===== config.mk =====
export PLATFORM = sky130hd
export DESIGN_NAME = nvmac_top
export DESIGN_NICKNAME = d
export VERILOG_FILES = /design/src/design/nvmac_pkg.sv /design/src/design/nvmac_top.sv
export SDC_FILE = /design/constraint.sdc
export NUM_CORES = 1
export LEC_CHECK = 0
export ABC_AREA = 0
export BUFFER_PORTS_ARGS = -buffer_cell sky130_fd_sc_hd__buf_2
export CORE_UTILIZATION = 26
export CTS_CLUSTER_SIZE = 16
export DETAILED_ROUTE_END_ITERATION = 12
export PLACE_DENSITY_LB_ADDON = 0.25
export SLEW_MARGIN = 30
export SYNTH_ARGS = -nofsm -noshare
export SYNTH_HDL_FRONTEND = slang
export SYNTH_SLANG_ARGS = --single-unit

===== constraint.sdc =====
create_clock -name CLK_SYS -period 3.6 [get_ports CLK_SYS]
set_input_delay 0.54 -clock CLK_SYS [delete_from_list [all_inputs] [get_ports CLK_SYS]]
set_output_delay 0.54 -clock CLK_SYS [all_outputs]
set_load 0.1 [all_outputs]

===== src/design/nvmac_pkg.sv =====
// Shared constants and carrier types for the nonvolatile access controller
package nvmac_pkg;

  // ****************************************************
  // Timing
  // ****************************************************
  localparam int unsigned CLK_PERIOD_NS = 40;
  localparam int unsigned PROG_ATOMIC_US = 3400; // Erase plus write
  localparam int unsigned PROG_SPLIT_US = 1800; // Erase only or write only
  localparam int unsigned PROG_ATOMIC_CYC = (PROG_ATOMIC_US * 1000 + CLK_PERIOD_NS - 1) / CLK_PERIOD_NS;
  localparam int unsigned PROG_SPLIT_CYC = (PROG_SPLIT_US * 1000 + CLK_PERIOD_NS - 1) / CLK_PERIOD_NS;
  localparam logic [2:0] ARM_WINDOW_CYC = 3'h4;
  localparam logic [2:0] HALT_PROG_CYC = 3'h2;
  localparam logic [2:0] HALT_READ_CYC = 3'h4;

  // ****************************************************
  // Register indices (byte address is four times the index)
  // ****************************************************
  localparam logic [7:0] IDX_CONTROL = 8'h1c;
  localparam logic [7:0] IDX_DATA = 8'h1d;
  localparam logic [7:0] IDX_ADDR = 8'h1e;
  localparam logic [7:0] IDX_IRQ_STAT = 8'h20;
  localparam logic [7:0] IDX_IRQ_MASK = 8'h21;
  localparam logic [2:0] HSIZE_WORD = 3'h2;

  // ****************************************************
  // Interrupt status layout and reset values
  // ****************************************************
  localparam int unsigned IRQ_W = 2;
  localparam int unsigned IRQ_DONE_BIT = 0;
  localparam int unsigned IRQ_REFUSED_BIT = 1;
  localparam logic [IRQ_W-1:0] IRQ_MASK_RESET = 2'h0;
  localparam logic [7:0] DATA_RESET = 8'h00;

  // ****************************************************
  // Types
  // ****************************************************
  typedef enum logic [1:0] {
    MODE_ATOMIC = 2'h0,
    MODE_ERASE = 2'h1,
    MODE_WRITE = 2'h2,
    MODE_RSVD = 2'h3
  } nvmac_mode_e;

  // Control register layout, bit 7 down to bit 0
  typedef struct packed {
    logic [1:0] rsvd;
    nvmac_mode_e prog_mode_bits;
    logic ready_irq_enable;
    logic program_arm;
    logic program_start_busy;
    logic read_strobe;
  } nvmac_ctl_s;

  // Signals toward the byte array
  typedef struct packed {
    logic [7:0] addr;
    logic [7:0] wdata;
    logic erase;
    logic write;
    logic read;
  } nvmac_arr_s;

endpackage


===== src/design/nvmac_top.sv =====
// Nonvolatile byte array access controller with an AHB-Lite register slave
// How it works
// - Control word at index 0x1C: mode 5:4, irq enable 3, arm 2, start 1, read 0.
// - Mode 00 erase+write 3.4 ms, 01 erase 1.8 ms, 10 write 1.8 ms, 11 reserved.
// - Mode writes are ignored while programming is busy.
// - Reset clears the mode bits unless programming is still running.
// - Ready interrupt rises with enable and global flag while the array is ready.
// - Start only succeeds within four clocks after the arm bit was set.
// - Hardware clears the arm bit four clocks after it was set.
// - Start written with arm clear starts nothing; when idle it sets the refused status bit.
// - An accepted start halts the core for two cycles.
// - Busy stays set for the whole mode time, then hardware clears it.
// - Programming blocks flash, fuse and lock programming by software.
// - Read strobe loads the addressed byte into the data register at once.
// - Each read halts the core for four cycles.
// - No reads and no address changes while programming runs.
// - Data register feeds writes and receives read bytes.
// - Address is linear, bits 6:0 used, bit 7 reads zero.
//
// Decided for this implementation: the AHB-Lite register port.
`timescale 1ns/100ps
`default_nettype none

module nvmac_top #(
  parameter int unsigned ADDR_W = 7,
  parameter int unsigned ATOMIC_CYC = nvmac_pkg::PROG_ATOMIC_CYC,
  parameter int unsigned SPLIT_CYC = nvmac_pkg::PROG_SPLIT_CYC
) (
  input wire logic CLK_SYS, // System clock, 25 MHz
  input wire logic RST_N, // System reset, async, active low
  input wire logic POR_N, // Power-on reset, async, active low
  input wire logic HSEL, // Slave select
  input wire logic [31:0] HADDR, // Byte address
  input wire logic [1:0] HTRANS, // Transfer type
  input wire logic HWRITE, // Write when high
  input wire logic [2:0] HSIZE, // Transfer size
  input wire logic [31:0] HWDATA, // Write data
  input wire logic HREADY, // Bus ready
  output logic [31:0] HRDATA, // Read data
  output logic HREADYOUT, // Slave ready
  output logic HRESP, // Always OKAY
  input wire logic GIE, // Global interrupt flag from the core
  input wire logic [7:0] ARR_RDATA, // Array byte at ARR.addr
  output var nvmac_pkg::nvmac_arr_s ARR, // Array controls
  output logic CPU_HALT, // Core halt request
  output logic PROG_BLOCK, // Blocks other software programming
  output logic READY_IRQ, // Array ready interrupt level
  output logic IRQ // Event interrupt level
);

  // ****************************************************
  // Declarations
  // ****************************************************
  typedef enum logic {ST_IDLE, ST_PROG} nvmac_st_e;
  localparam int CNT_W = $clog2(ATOMIC_CYC + 1);
  localparam logic [7:0] ADDR_MASK = 8'((9'h1 << ADDR_W) - 9'h1);
  localparam logic [CNT_W-1:0] ATOMIC_LOAD = CNT_W'(ATOMIC_CYC);
  localparam logic [CNT_W-1:0] SPLIT_LOAD = CNT_W'(SPLIT_CYC);
  localparam logic [CNT_W-1:0] CNT_ONE = CNT_W'(1);

  nvmac_st_e state_q;
  logic [CNT_W-1:0] prog_cnt_q;
  nvmac_pkg::nvmac_mode_e mode_q;
  nvmac_pkg::nvmac_arr_s arr_q;
  logic [1:0] rst_sync_q;
  logic rie_q;
  logic arm_q;
  logic [2:0] arm_cnt_q;
  logic [2:0] halt_cnt_q;
  logic [2:0] halt_cnt_d;
  logic wr_pend_q;
  logic rd_pend_q;
  logic [7:0] idx_q;
  logic [31:0] hrdata_q;
  logic hready_q;
  logic [nvmac_pkg::IRQ_W-1:0] stat_q;
  logic [nvmac_pkg::IRQ_W-1:0] stat_d;
  logic [nvmac_pkg::IRQ_W-1:0] mask_q;
  logic halt_q;
  logic block_q;
  logic rdy_irq_q;
  logic irq_q;
  nvmac_pkg::nvmac_ctl_s ctl_w;
  nvmac_pkg::nvmac_ctl_s ctl_rd;
  logic addr_ok;
  logic ctl_wr;
  logic start_ok;
  logic start_bad;
  logic rd_ok;
  logic arm_set;
  logic prog_end;
  logic rst_hold;
  logic [7:0] rd_val;

  // ****************************************************
  // Bus decode and strobes
  // ****************************************************
  // Writes land at the edge that closes their data phase
  always_comb begin
    addr_ok = HSEL && HTRANS[1] && HREADY && (HADDR[31:10] == 22'h0);
    ctl_w = nvmac_pkg::nvmac_ctl_s'(HWDATA[7:0]);
    ctl_wr = wr_pend_q && (idx_q == nvmac_pkg::IDX_CONTROL);
    arm_set = ctl_wr && ctl_w.program_arm;
    // Reserved mode refuses the start rather than guessing an operation
    start_ok = ctl_wr && ctl_w.program_start_busy && arm_q && (state_q == ST_IDLE)
               && (ctl_w.prog_mode_bits != nvmac_pkg::MODE_RSVD);
    start_bad = ctl_wr && ctl_w.program_start_busy && (state_q == ST_IDLE) && !start_ok;
    // A start in the same word wins over the read strobe
    rd_ok = ctl_wr && ctl_w.read_strobe && !ctl_w.program_start_busy
            && (state_q == ST_IDLE);
    prog_end = (state_q == ST_PROG) && (prog_cnt_q == CNT_ONE);
    rst_hold = !rst_sync_q[1];
  end

  // Control word as software sees it; strobe bit and top bits read zero
  always_comb begin
    ctl_rd = '0;
    ctl_rd.prog_mode_bits = mode_q;
    ctl_rd.ready_irq_enable = rie_q;
    ctl_rd.program_arm = arm_q;
    ctl_rd.program_start_busy = (state_q == ST_PROG);
    case (idx_q)
      nvmac_pkg::IDX_CONTROL: rd_val = ctl_rd;
      nvmac_pkg::IDX_DATA: rd_val = arr_q.wdata;
      nvmac_pkg::IDX_ADDR: rd_val = arr_q.addr;
      nvmac_pkg::IDX_IRQ_STAT: rd_val = 8'(stat_q);
      nvmac_pkg::IDX_IRQ_MASK: rd_val = 8'(mask_q);
      default: rd_val = 8'h00;
    endcase
  end

  // ****************************************************
  // AHB-Lite slave
  // ****************************************************
  // Reads take one wait state so a read right after a write sees it
  always_ff @(posedge CLK_SYS or negedge RST_N) begin
    if (!RST_N) begin
      wr_pend_q <= 1'b0;
      rd_pend_q <= 1'b0;
      idx_q <= 8'h00;
      hrdata_q <= 32'h0;
      hready_q <= 1'b1;
    end else begin
      wr_pend_q <= addr_ok && HWRITE && (HSIZE == nvmac_pkg::HSIZE_WORD);
      rd_pend_q <= addr_ok && !HWRITE;
      hready_q <= !(addr_ok && !HWRITE);
      if (addr_ok) begin
        idx_q <= HADDR[9:2];
      end
      if (rd_pend_q) begin
        hrdata_q <= {24'h0, rd_val};
      end
    end
  end

  // ****************************************************
  // Reset release detector
  // ****************************************************
  // Two flops since the reset pin is asynchronous to the clock
  always_ff @(posedge CLK_SYS or negedge RST_N) begin
    if (!RST_N) begin
      rst_sync_q <= 2'h0;
    end else begin
      rst_sync_q <= {rst_sync_q[0], 1'b1};
    end
  end

  // ****************************************************
  // Programming sequencer
  // ****************************************************
  // Only power-on clears it, so a running operation outlives system reset
  always_ff @(posedge CLK_SYS or negedge POR_N) begin
    if (!POR_N) begin
      state_q <= ST_IDLE;
      prog_cnt_q <= '0;
    end else begin
      case (state_q)
        ST_IDLE: begin
          if (start_ok && !rst_hold) begin
            state_q <= ST_PROG;
            if (ctl_w.prog_mode_bits == nvmac_pkg::MODE_ATOMIC) begin
              prog_cnt_q <= ATOMIC_LOAD;
            end else begin
              prog_cnt_q <= SPLIT_LOAD;
            end
          end
        end
        ST_PROG: begin
          prog_cnt_q <= prog_cnt_q - CNT_ONE;
          if (prog_end) begin
            state_q <= ST_IDLE;
          end
        end
        default: begin
          state_q <= ST_IDLE;
        end
      endcase
    end
  end

  // Mode bits: frozen while busy, cleared by system reset only when idle
  always_ff @(posedge CLK_SYS or negedge POR_N) begin
    if (!POR_N) begin
      mode_q <= nvmac_pkg::MODE_ATOMIC;
    end else if (state_q == ST_IDLE) begin
      if (rst_hold) begin
        mode_q <= nvmac_pkg::MODE_ATOMIC;
      end else if (ctl_wr) begin
        mode_q <= ctl_w.prog_mode_bits;
      end
    end
  end

  // ****************************************************
  // Array side: address, data and strobes
  // ****************************************************
  // Data and address hold the source of a write, so they freeze while busy
  always_ff @(posedge CLK_SYS or negedge POR_N) begin
    if (!POR_N) begin
      arr_q <= '0;
      arr_q.wdata <= nvmac_pkg::DATA_RESET;
    end else begin
      arr_q.read <= rd_ok && !rst_hold;
      if (wr_pend_q && (idx_q == nvmac_pkg::IDX_ADDR) && (state_q == ST_IDLE)) begin
        arr_q.addr <= HWDATA[7:0] & ADDR_MASK;
      end
      if (rd_ok && !rst_hold) begin
        arr_q.wdata <= ARR_RDATA;
      end else if (wr_pend_q && (idx_q == nvmac_pkg::IDX_DATA) && (state_q == ST_IDLE)) begin
        arr_q.wdata <= HWDATA[7:0];
      end
      if (start_ok && !rst_hold) begin
        arr_q.erase <= (ctl_w.prog_mode_bits != nvmac_pkg::MODE_WRITE);
        arr_q.write <= (ctl_w.prog_mode_bits != nvmac_pkg::MODE_ERASE);
      end else if (prog_end) begin
        arr_q.erase <= 1'b0;
        arr_q.write <= 1'b0;
      end
    end
  end

  // ****************************************************
  // Arm window and core halt
  // ****************************************************
  // Writing zero to arm does not clear it; only the window expiry or a system reset does
  always_ff @(posedge CLK_SYS or negedge RST_N) begin
    if (!RST_N) begin
      arm_cnt_q <= 3'h0;
      arm_q <= 1'b0;
    end else if (arm_set) begin
      arm_cnt_q <= nvmac_pkg::ARM_WINDOW_CYC;
      arm_q <= 1'b1;
    end else if (arm_cnt_q != 3'h0) begin
      arm_cnt_q <= arm_cnt_q - 3'h1;
      arm_q <= (arm_cnt_q != 3'h1);
    end
  end

  // Halt length depends on the operation just launched
  always_comb begin
    if (start_ok) begin
      halt_cnt_d = nvmac_pkg::HALT_PROG_CYC;
    end else if (rd_ok) begin
      halt_cnt_d = nvmac_pkg::HALT_READ_CYC;
    end else if (halt_cnt_q != 3'h0) begin
      halt_cnt_d = halt_cnt_q - 3'h1;
    end else begin
      halt_cnt_d = 3'h0;
    end
  end

  always_ff @(posedge CLK_SYS or negedge RST_N) begin
    if (!RST_N) begin
      halt_cnt_q <= 3'h0;
      halt_q <= 1'b0;
    end else begin
      halt_cnt_q <= halt_cnt_d;
      halt_q <= (halt_cnt_d != 3'h0);
    end
  end

  // ****************************************************
  // Interrupts
  // ****************************************************
  // Reading status clears it, but an event in that same cycle survives
  always_comb begin
    stat_d = stat_q;
    if (rd_pend_q && (idx_q == nvmac_pkg::IDX_IRQ_STAT)) begin
      stat_d = '0;
    end
    stat_d[nvmac_pkg::IRQ_DONE_BIT] = stat_d[nvmac_pkg::IRQ_DONE_BIT] | prog_end;
    stat_d[nvmac_pkg::IRQ_REFUSED_BIT] = stat_d[nvmac_pkg::IRQ_REFUSED_BIT] | start_bad;
  end

  always_ff @(posedge CLK_SYS or negedge RST_N) begin
    if (!RST_N) begin
      stat_q <= '0;
      mask_q <= nvmac_pkg::IRQ_MASK_RESET;
      rie_q <= 1'b0;
      irq_q <= 1'b0;
      rdy_irq_q <= 1'b0;
    end else begin
      stat_q <= stat_d;
      irq_q <= |(stat_d & mask_q);
      if (wr_pend_q && (idx_q == nvmac_pkg::IDX_IRQ_MASK)) begin
        mask_q <= HWDATA[nvmac_pkg::IRQ_W-1:0];
      end
      if (ctl_wr) begin
        rie_q <= ctl_w.ready_irq_enable;
      end
      // A level, so it repeats until software clears the enable
      rdy_irq_q <= rie_q && GIE && (state_q == ST_IDLE);
    end
  end

  // Busy copy that gates flash, fuse and lock programming elsewhere
  always_ff @(posedge CLK_SYS or negedge POR_N) begin
    if (!POR_N) begin
      block_q <= 1'b0;
    end else begin
      block_q <= (start_ok && !rst_hold) || ((state_q == ST_PROG) && !prog_end);
    end
  end

  // ****************************************************
  // Outputs
  // ****************************************************
  assign HRDATA = hrdata_q;
  assign HREADYOUT = hready_q;
  assign HRESP = 1'b0;
  assign ARR = arr_q;
  assign CPU_HALT = halt_q;
  assign PROG_BLOCK = block_q;
  assign READY_IRQ = rdy_irq_q;
  assign IRQ = irq_q;

  // ****************************************************
  // Assertions
  // ****************************************************
  a_mode_frozen: assert property (@(posedge CLK_SYS) disable iff (!POR_N)
    (state_q == ST_PROG) |=> $stable(mode_q)) else $error("mode changed while busy");
  a_no_unarmed_start: assert property (@(posedge CLK_SYS) disable iff (!RST_N || !POR_N)
    (ctl_wr && ctl_w.program_start_busy && !arm_q && state_q == ST_IDLE)
    |=> (state_q == ST_IDLE)) else $error("start taken without arm");
  a_arm_window: assert property (@(posedge CLK_SYS) disable iff (!RST_N)
    arm_set |=> arm_q [*4]) else $error("arm window shorter than four");
  a_arm_expire: assert property (@(posedge CLK_SYS) disable iff (!RST_N)
    (arm_cnt_q == 3'h1 && !arm_set) |=> !arm_q) else $error("arm not cleared");
  a_halt_prog: assert property (@(posedge CLK_SYS) disable iff (!RST_N || !POR_N)
    start_ok |=> CPU_HALT [*2]) else $error("start halt too short");
  a_halt_read: assert property (@(posedge CLK_SYS) disable iff (!RST_N || !POR_N)
    rd_ok |=> CPU_HALT [*4]) else $error("read halt too short");
  a_busy_held: assert property (@(posedge CLK_SYS) disable iff (!POR_N)
    (state_q == ST_PROG && prog_cnt_q > CNT_ONE) |=> (state_q == ST_PROG && PROG_BLOCK))
    else $error("busy ended early");
  a_busy_load: assert property (@(posedge CLK_SYS) disable iff (!RST_N || !POR_N || rst_hold)
    (start_ok && ctl_w.prog_mode_bits == nvmac_pkg::MODE_ATOMIC) |=> (prog_cnt_q == ATOMIC_LOAD))
    else $error("wrong atomic time");
  a_addr_frozen: assert property (@(posedge CLK_SYS) disable iff (!POR_N)
    (state_q == ST_PROG) |=> $stable(arr_q.addr)) else $error("address moved while busy");
  a_read_data: assert property (@(posedge CLK_SYS) disable iff (!RST_N || !POR_N || rst_hold)
    rd_ok |=> (ARR.wdata == $past(ARR_RDATA) && ARR.read)) else $error("read byte not captured");
  a_ready_level: assert property (@(posedge CLK_SYS) disable iff (!RST_N || !POR_N)
    READY_IRQ |-> $past(rie_q && GIE && state_q == ST_IDLE)) else $error("ready irq without cause");

endmodule

`default_nettype wire


---- Yosys cells after proc, flatten, opt, wreduce, memory -nomap -nowiden ----
Cells that the tools add are included.
cells by class
  $add $sub $neg .......................... 3
  multiply operators ...................... 0
  div/mod/pow operators ................... 0
  $lt $le $gt $ge ......................... 0
  equal/unequal tests ..................... 13
  shift-type cells ........................ 0
  muxes and demuxes ....................... 21
  bitwise logic cells ..................... 4
  reduce and logical (&&, ||, !) cells .... 45
operators by type and width
  operator                                            number
  case mux 8 bit (5 select lines)                     1
  two-way mux 17 bit                                  2
  case mux 17 bit (2 select lines)                    1
  logical AND 1 bit                                   29
  == test 8 x 5 -> 1 bit, second input constant       3
  logical NOT 22 bit                                  1
  == test 17 x 1 -> 1 bit, second input constant      1
  subtractor 17 x 1 -> 17 bit, second input constant  1
  == test 8 x 6 -> 1 bit, second input constant       2
  two-way mux 8 bit                                   2
  two-way mux 3 bit                                   5
  two-way mux 2 bit                                   5
  nonzero test 3 bit                                  3
  != test 2 x 1 -> 1 bit, second input constant       3
  nonzero test 2 bit                                  3
  subtractor 3 x 1 -> 3 bit, second input constant    2
  logical NOT 1 bit                                   5
  two-way mux 1 bit                                   4
  != test 2 bit, second input constant                2
  == test 3 x 2 -> 1 bit, second input constant       1
  != test 3 x 1 -> 1 bit, second input constant       1
  AND 2 bit                                           1
  logical NOT 2 bit                                   1
  OR 1 bit                                            2
  5 further kinds                                     5
storage, ports and cells
  bits in registers ....................... 75
  latch bits .............................. 0
  memory bits (writable) .................. 0
  ROM bits ................................ 0
  input port bits ......................... 84
  word-level logic and storage cells ...... 110
  memories kept ........................... 0

---- Logic depth before layout (Yosys ltp) ----
Gate-level depths: netlist of run 1.
  depth in word-level cells ............... 11
  depth in mapped cells ................... 6
  gate-level depth less buffers ........... 6

---- Worst setup path before layout of run 1 ----
Ideal clock, no wire load.
  kind .................................... reg2reg
  start point ............................. register idx_q[7]
  end point ............................... register arr_q (netlist bit ARR[10])
  setup time .............................. 125 ps
  arrival time ............................ 1866 ps
  required time ........................... 3475 ps
  slack ................................... 1609 ps
  stages on the path, launching flop included .. 6
  path buffers ............................ 1
  clock period less this slack ............ 1991 ps
  cells stage by stage .................... dfrtp_1 -> nor2_1 -> and4_1 -> clkbuf_1 -> mux2_2 -> mux2_2
on the way
  longest elaborated chain between the ends .. 7
  elaborated cells between the ends (all ways) .. 11
  classes of those cells .................. eq/ne (2); mux (1); reduce/logical (8)
RTL lines
  item                                                            line              source
  start: declaration                                              nvmac_top.sv:73   logic [7:0] idx_q;
  start signal: assignment                                        nvmac_top.sv:148  idx_q <= HADDR[9:2];
  == test 8 x 5 -> 1 bit                                          nvmac_top.sv:102  ctl_wr = wr_pend_q && (idx_q == nvmac_pkg::IDX_CONTROL);
  logical AND 1 bit                                               nvmac_top.sv:102
  logical AND 1 bit (2 in series)                                 nvmac_top.sv:109  rd_ok = ctl_wr && ctl_w.read_strobe && !ctl_w.program_start_busy
  logical AND 1 bit                                               nvmac_top.sv:110  && (state_q == ST_IDLE);
  logical AND 1 bit                                               nvmac_top.sv:227  if (rd_ok && !rst_hold) begin
  two-way mux 8 bit / nonzero test 2 bit (equally long branches)  n/a
  end: declaration                                                nvmac_top.sv:64   nvmac_pkg::nvmac_arr_s arr_q;
Several ways; a longest one is shown, not always the timed one.
A chain may end at the register's enable or synchronous reset.

---- Worst setup path after layout of run 1 ----
  start point ............................. register idx_q[1]
  end point ............................... register arr_q (netlist bit ARR[9])
Same word-level chain as after synthesis.

==> flow_summary.yaml, run 1 <==
synthesis:
  synthesis.area_um2: 3970
  synth_top_cell_by_area: "dfrtp_1"
  avgSynthCellArea_um2: 10.5
  async_flop_share_pct: 100
  ys_seq_area_share_pct: 47.3
  synth_edf_count: 0
  ys_types: 55
  synthCells: 379
  synth_top_area_share_pct: 46.7
  synth_area_leaders: "dfrtp_1 (47%), mux2_2 (9.1%), buf_4 (5.1%)"
  ys_warn_count: 0
  synth-main-ff-cell: "dfrtp_1"
  synth-seq-cells: 75
clocking:
  clk_latency_ns: 0.33
  cts.sinks: 75
  cts_setup_buffers: 0
  cts_hold_buf: 0
  numCtsBuffers: 9
  clk_path_buf_depth: 2
  cts-root-buf: "clkbuf_16"
  cts_tree: "done"
  htree_levels: 3
  clkTransAtPathRegs_ns: 0.06
  cts_resized: 0
setup_path:
  worst-path-buf-inv: 0
  cp-end-kind: "register"
  cpMaxStageDelayCell: "nor4_4"
  worstSetupStartpointType: "register"
  worstPathCellList: "or4_4 > nor4_4 > mux2_2"
  r2r_slack_ns: 1.15
  arrival_ns: 2.67
  crit_fanout: 12
  criticalPathCategory: "reg2reg"
  crit_path_max_incr_delay_ns: 0.71
  critPathTopFamily: "simple AND/OR/NAND/NOR gates"
  required_ns: 3.82
routing:
  vias: 3146
  dr.pass1.iters: 8
  wl_um: 10200
  ant_nets: 0
  drc: 3
  vias_per_cell: 4.80
  wl_per_cell_um: 15.6
  drt_iter0_drc: 183
final_layout:
  fin_util_pct: 33.2
  diodes: 0
  layout_common_cells: "buf_2 (86), dfrtp_1 (74), mux2_2 (32)"
  fillCellCount: 1499
  area_delta_synth_final_pct: 23.0
  fin_nets: 559
  drive_above_1_share_pct: 31.4
  layout_commonest_cell: "buf_2"
power_and_ir_drop:
  pwr-share-comb_pct: 15.2
  p_per_area_nw_per_um2: 469
  power_frac_clock_pct: 45.3
  leakagePower_nw: 2.19
  p_sw_uw: 629
  swShare_pct: 27.5
  p_int_mw: 1.66
  pwr-share-seq_pct: 39.5
  vdd.ir_drop.worst_uv: 207
  power_mw: 2.29
placed_design:
  finalWeightedCongestion: 0.773
  dpl.hpwl_um: 7380
  io_buffer_count: 87
floorplan:
  die_h_um: 126
  die_w_um: 126
  core_um2: 14700
  die-area_um2: 15800
  ioPinCount: 141
  start_util_pct: 27.0
  num_rows: 44
flow_run:
  max_cap_violations: 0
sta:
  setup_tns_ns: 0
  min_period_ns: 2.45
  clock.fmax_ghz: 0.407
  hold_violations: 0
  worst_pin_slew_ns: 0.777
  grt_setup_unrepaired: "false"
  maxSlewViolCount: 0
  setup_viol: 0
  timing.final.crit_share_pct: 68.2
  slew_headroom_pct: 47.8
  finalClockSkew_ns: 0.00781
global_routing:
  antenna_found_initial: 0
  grt_overflow: 0
  track_usage_pct: 13.5
  grt_pass1_vias: 3180
  grt_pass1_wl_um: 16600
  grt_max_degree: 40
min_path:
  hold_class: "in2async"
outcome:
  violations: "DRC"
  status: "finished, violations left"
## layer usage
metal  global-route usage [%]  wire length, um
met1                     16.1             4470
met2                     23.2             5070
met3                     4.02              536
met4                     4.52              150
met5                        0                0
## sequential cells by signal (all words and copies together) (netlist names), 2 cells and up
name,cells
ARR,18
prog_cnt_q,17
HRDATA,8
idx_q,8
arm_cnt_q,3
halt_cnt_q,3
mask_q,2
mode_q,2
rst_sync_q,2
stat_q,2
## area by class of cell
| class | instances | area [um^2] | area share [%] |
|---|---|---|---|
| inverters | 18 | 67.6 | 1.38 |
| flip-flops and latches | 75 | 1880 | 38.5 |
| multi-input cells | 272 | 1870 | 38.3 |
| well taps | 184 | 230 | 4.72 |
| repair buffers | 92 | 495 | 10.2 |
| clock buffers | 11 | 243 | 4.97 |
| clock inverters | 4 | 98.8 | 2.03 |
## cell families (layout without fill, tap and decap cells)
group	Yosys count	in the layout	synth area share, %
compound gates	55	55	9.43
flops	75	75	47.3
other cells	2	27	0.189
fa+ha+maj	7	7	2.21
buf+inv	57	125	7.98
xor+xnor	15	15	3.31
mux	42	42	11.6
simple gates	126	126	18.0
## final timing paths
| check | end | cells after the start | from |
|---|---|---|---|
| max in group asynchronous | HREADYOUT | 2 | RST_N |
| min in group CLK_SYS | rst_sync_q[1] | 0 | rst_sync_q[0] |
| worst max-delay path | ARR[9] | 3 | idx_q[1] |
| worst min-delay path | idx_q[3] | 1 | RST_N |
| worst min register to register | rst_sync_q[1] | 0 | rst_sync_q[0] |
| worst max register to register | ARR[9] | 3 | idx_q[1] |
## power groups by stage
stage	clock network (mW)	logic [mW]	registers, mW
detailed placement	0	0.347	0.918
CTS	1.06	0.349	0.903
finish	1.04	0.348	0.903
floorplan	0	0.248	0.946
global placement	0	0.338	0.917
global route	1.10	0.379	0.908
## cells in the mapped netlist (2+ instances only)
cell type / count
and2_1: 2
mux2_2: 32
or4b_2: 2
ha_1: 7
o22ai_1: 10
nor2b_1: 5
nor3_1: 12
a22o_1: 6
clkbuf_1: 10
buf_4: 27
nor3b_1: 3
nor4_2: 2
o21ai_0: 11
a211oi_1: 4
nor2_1: 28
xnor2_1: 3
conb_1: 2
inv_1: 18
nor4b_1: 2
and4_1: 3
nand4_1: 15
nand3_1: 10
nor4_1: 6
a21oi_1: 11
xor2_1: 12
mux2i_1: 10
nand2b_1: 4
and4b_1: 2
dfrtp_1: 74
nand2_1: 21
## stage by stage
stage | hold slack (ns) | cells | setup WS [ns] | instance area [um^2]
5_1_grt | 0.172 | 656 | 1.05 | 4880
4_1_cts | 0.341 | 655 | 1.13 | 4850
3_5_place_dp | 0.335 | 640 | 1.13 | 4510
3_3_place_gp | 0.335 | 640 | 1.15 | 4510
2_1_floorplan | 0.244 | 404 | 1.61 | 4060
6_report | 0.156 | 656 | 1.15 | 4880
No activity file was read; power rests on OpenSTA's default activity.
==> run 2: changes to the inputs <==
- clock period: 3.6 -> 2.41 ns (I/O delays scaled with it)
==> run 2 against run 1 <==
- the run still ends with DRC left
- sequential share of layout area down 0.44 points
- first-iteration DRC count up 10%
- cell count up 2.6%
- non-clock buffer count up 16
- die area unchanged
- sequential power up 50%
- clock power up 30%
- power up 40%
- clock skew down 0.0014 ns
- worst hold slack worse by 0.16 ns
- critical path depth up 3
- critical endpoint unchanged
- largest power group is now registers
- highest routed layer unchanged
==> flow_summary.yaml, run 2 (synthesis results as in run 1) <==
power_and_ir_drop:
  leakagePower_nw: 2.24
  swShare_pct: 29.3
  power_frac_clock_pct: 42.1
  power_mw: 3.21
  p_int_mw: 2.27
  pwr-share-comb_pct: 15.8
  vdd.ir_drop.worst_uv: 367
  p_sw_uw: 942
  p_per_area_nw_per_um2: 651
  pwr-share-seq_pct: 42.0
clocking:
  cts-root-buf: "clkbuf_16"
  cts.sinks: 75
  cts_hold_buf: 0
  cts_resized: 0
  numCtsBuffers: 9
  cts_tree: "done"
  clkTransAtPathRegs_ns: 0.06
  htree_levels: 3
  cts_setup_buffers: 0
  clk_latency_ns: 0.34
  clk_path_buf_depth: 2
floorplan:
  num_rows: 44
  die-area_um2: 15800
  die_w_um: 126
  ioPinCount: 141
  core_um2: 14700
  die_h_um: 126
  start_util_pct: 27.0
setup_path:
  reg2reg_depth: 6
  startpoint: "idx_q[1]"
  critPathTopFamily: "multiplexers"
  crit_path_max_incr_delay_ns: 0.47
  arrival_ns: 2.32
  worstPathCellList: "buf_4 > nor2b_1 > and4_1 > buf_4 > mux2_2 > mux2_2"
  criticalPathCategory: "reg2reg"
  r2r-end: "ARR[9]"
  cp_num_cells: 6
  cp-end-kind: "register"
  r2r_slack_ns: 0.32
  r2r_start: "idx_q[1]"
  worstSetupStartpointType: "register"
  required_ns: 2.64
  crit_fanout: 7
  worst-path-buf-inv: 2
  cpMaxStageDelayCell: "dfrtp_1"
  worstSetupEndpoint: "ARR[9]"
sta:
  hold_violations: 0
  grt_setup_unrepaired: "false"
  timing.final.crit_share_pct: 86.7
  worst_pin_slew_ns: 0.853
  min_period_ns: 2.09
  finalClockSkew_ns: 0.00640
  slew_headroom_pct: 43.2
  maxSlewViolCount: 0
  setup_tns_ns: 0
  clock.fmax_ghz: 0.478
  setup_viol: 0
final_layout:
  seqCellArea_um2: 1880
  fin_nets: 575
  diodes: 0
  stdcell_area_um2: 4940
  largest_reg_flops: 18
  layout_commonest_cell: "buf_2"
  area_delta_synth_final_pct: 24.4
  fillCellCount: 1486
  multi_input_area_um2: 1870
  layout_common_cells: "buf_2 (86), dfrtp_1 (74), mux2_2 (32)"
  drive_above_1_share_pct: 33.3
outcome:
  violations: "DRC"
  status: "finished, violations left"
global_routing:
  grt_pass1_vias: 3212
  grt_overflow: 0
  grt_pass1_wl_um: 16900
  grt_max_degree: 40
  antenna_found_initial: 0
  track_usage_pct: 13.9
routing:
  drc: 3
  vias_per_cell: 4.72
  wl_um: 10400
  vias: 3175
  wl_per_cell_um: 15.4
  dr.max_layer_used: "met4"
  wl_met3_um: 628
  met1_length_um: 4410
  drt_iter0_drc: 202
  ant_nets: 0
  dr_wl_met2_um: 5190
  dr.pass1.iters: 8
placed_design:
  placed_area_um2: 4640
  dpl.hpwl_um: 7800
  io_buffer_count: 87
  finalWeightedCongestion: 0.787
min_path:
  hold_class: "in2async"
flow_run:
  max_cap_violations: 0
run 2: cell count changes in the layout (fill, tap and decap cells not counted), sizes merged:
| cell | before | now |
|---|---|---|
| buf | 92 | 108 |
| bufinv | 3 | 1 |
| clkbuf | 11 | 13 |
| clkinv | 1 | 2 |
run 2: routing by layer:
layer  vias up  global-route usage (%)
met5         -                       0
met1      1542                    16.8
met4         0                    3.44
met2       102                    23.5
met3        10                    4.84
li1       1521                       -
run 2: final cells by class:
| cell class | count | area share (%) |
|---|---|---|
| clock inverters | 3 | 0.963 |
| flip-flops and latches | 75 | 38.0 |
| multi-input cells | 272 | 37.8 |
| clock buffers | 13 | 5.07 |
| inverters | 18 | 1.37 |
| repair buffers | 108 | 12.1 |
| well taps | 184 | 4.66 |
run 2: how the worst min path moves through the flow:
| stage | from | to | slack [ns] | depth (start not counted) |
|---|---|---|---|---|
| 2_1_floorplan | POR_N | ARR[0] | 0.07 | 0 |
| 3_3_place_gp | rst_sync_q[0] | rst_sync_q[1] | 0.33 | 0 |
| 3_5_place_dp | rst_sync_q[0] | rst_sync_q[1] | 0.34 | 0 |
| 4_1_cts | RST_N | idx_q[2] | 0.16 | 1 |
| 5_1_grt | POR_N | PROG_BLOCK | 0.03 | 1 |
| 6_report | POR_N | PROG_BLOCK | 0.0004 | 1 |
run 2: power groups by stage:
stage	Combinational [mW]	Clock (mW)	Sequential [mW]
2_1_floorplan	0.371	0	1.41
3_3_place_gp	0.504	0	1.37
3_5_place_dp	0.517	0	1.37
4_1_cts	0.517	1.39	1.35
5_1_grt	0.548	1.45	1.36
6_report	0.509	1.35	1.35
run 2: through the flow:
stage	utilization, %	setup slack (ns)	cells	hold WS (ns)
2_1_floorplan	-	0.419	404	0.0659
3_3_place_gp	31.5	0.367	657	0.334
5_1_grt	33.6	0.186	673	0.0290
3_5_place_dp	31.5	0.324	657	0.343
6_report	33.6	0.320	673	0.000371
4_1_cts	33.6	0.318	673	0.161
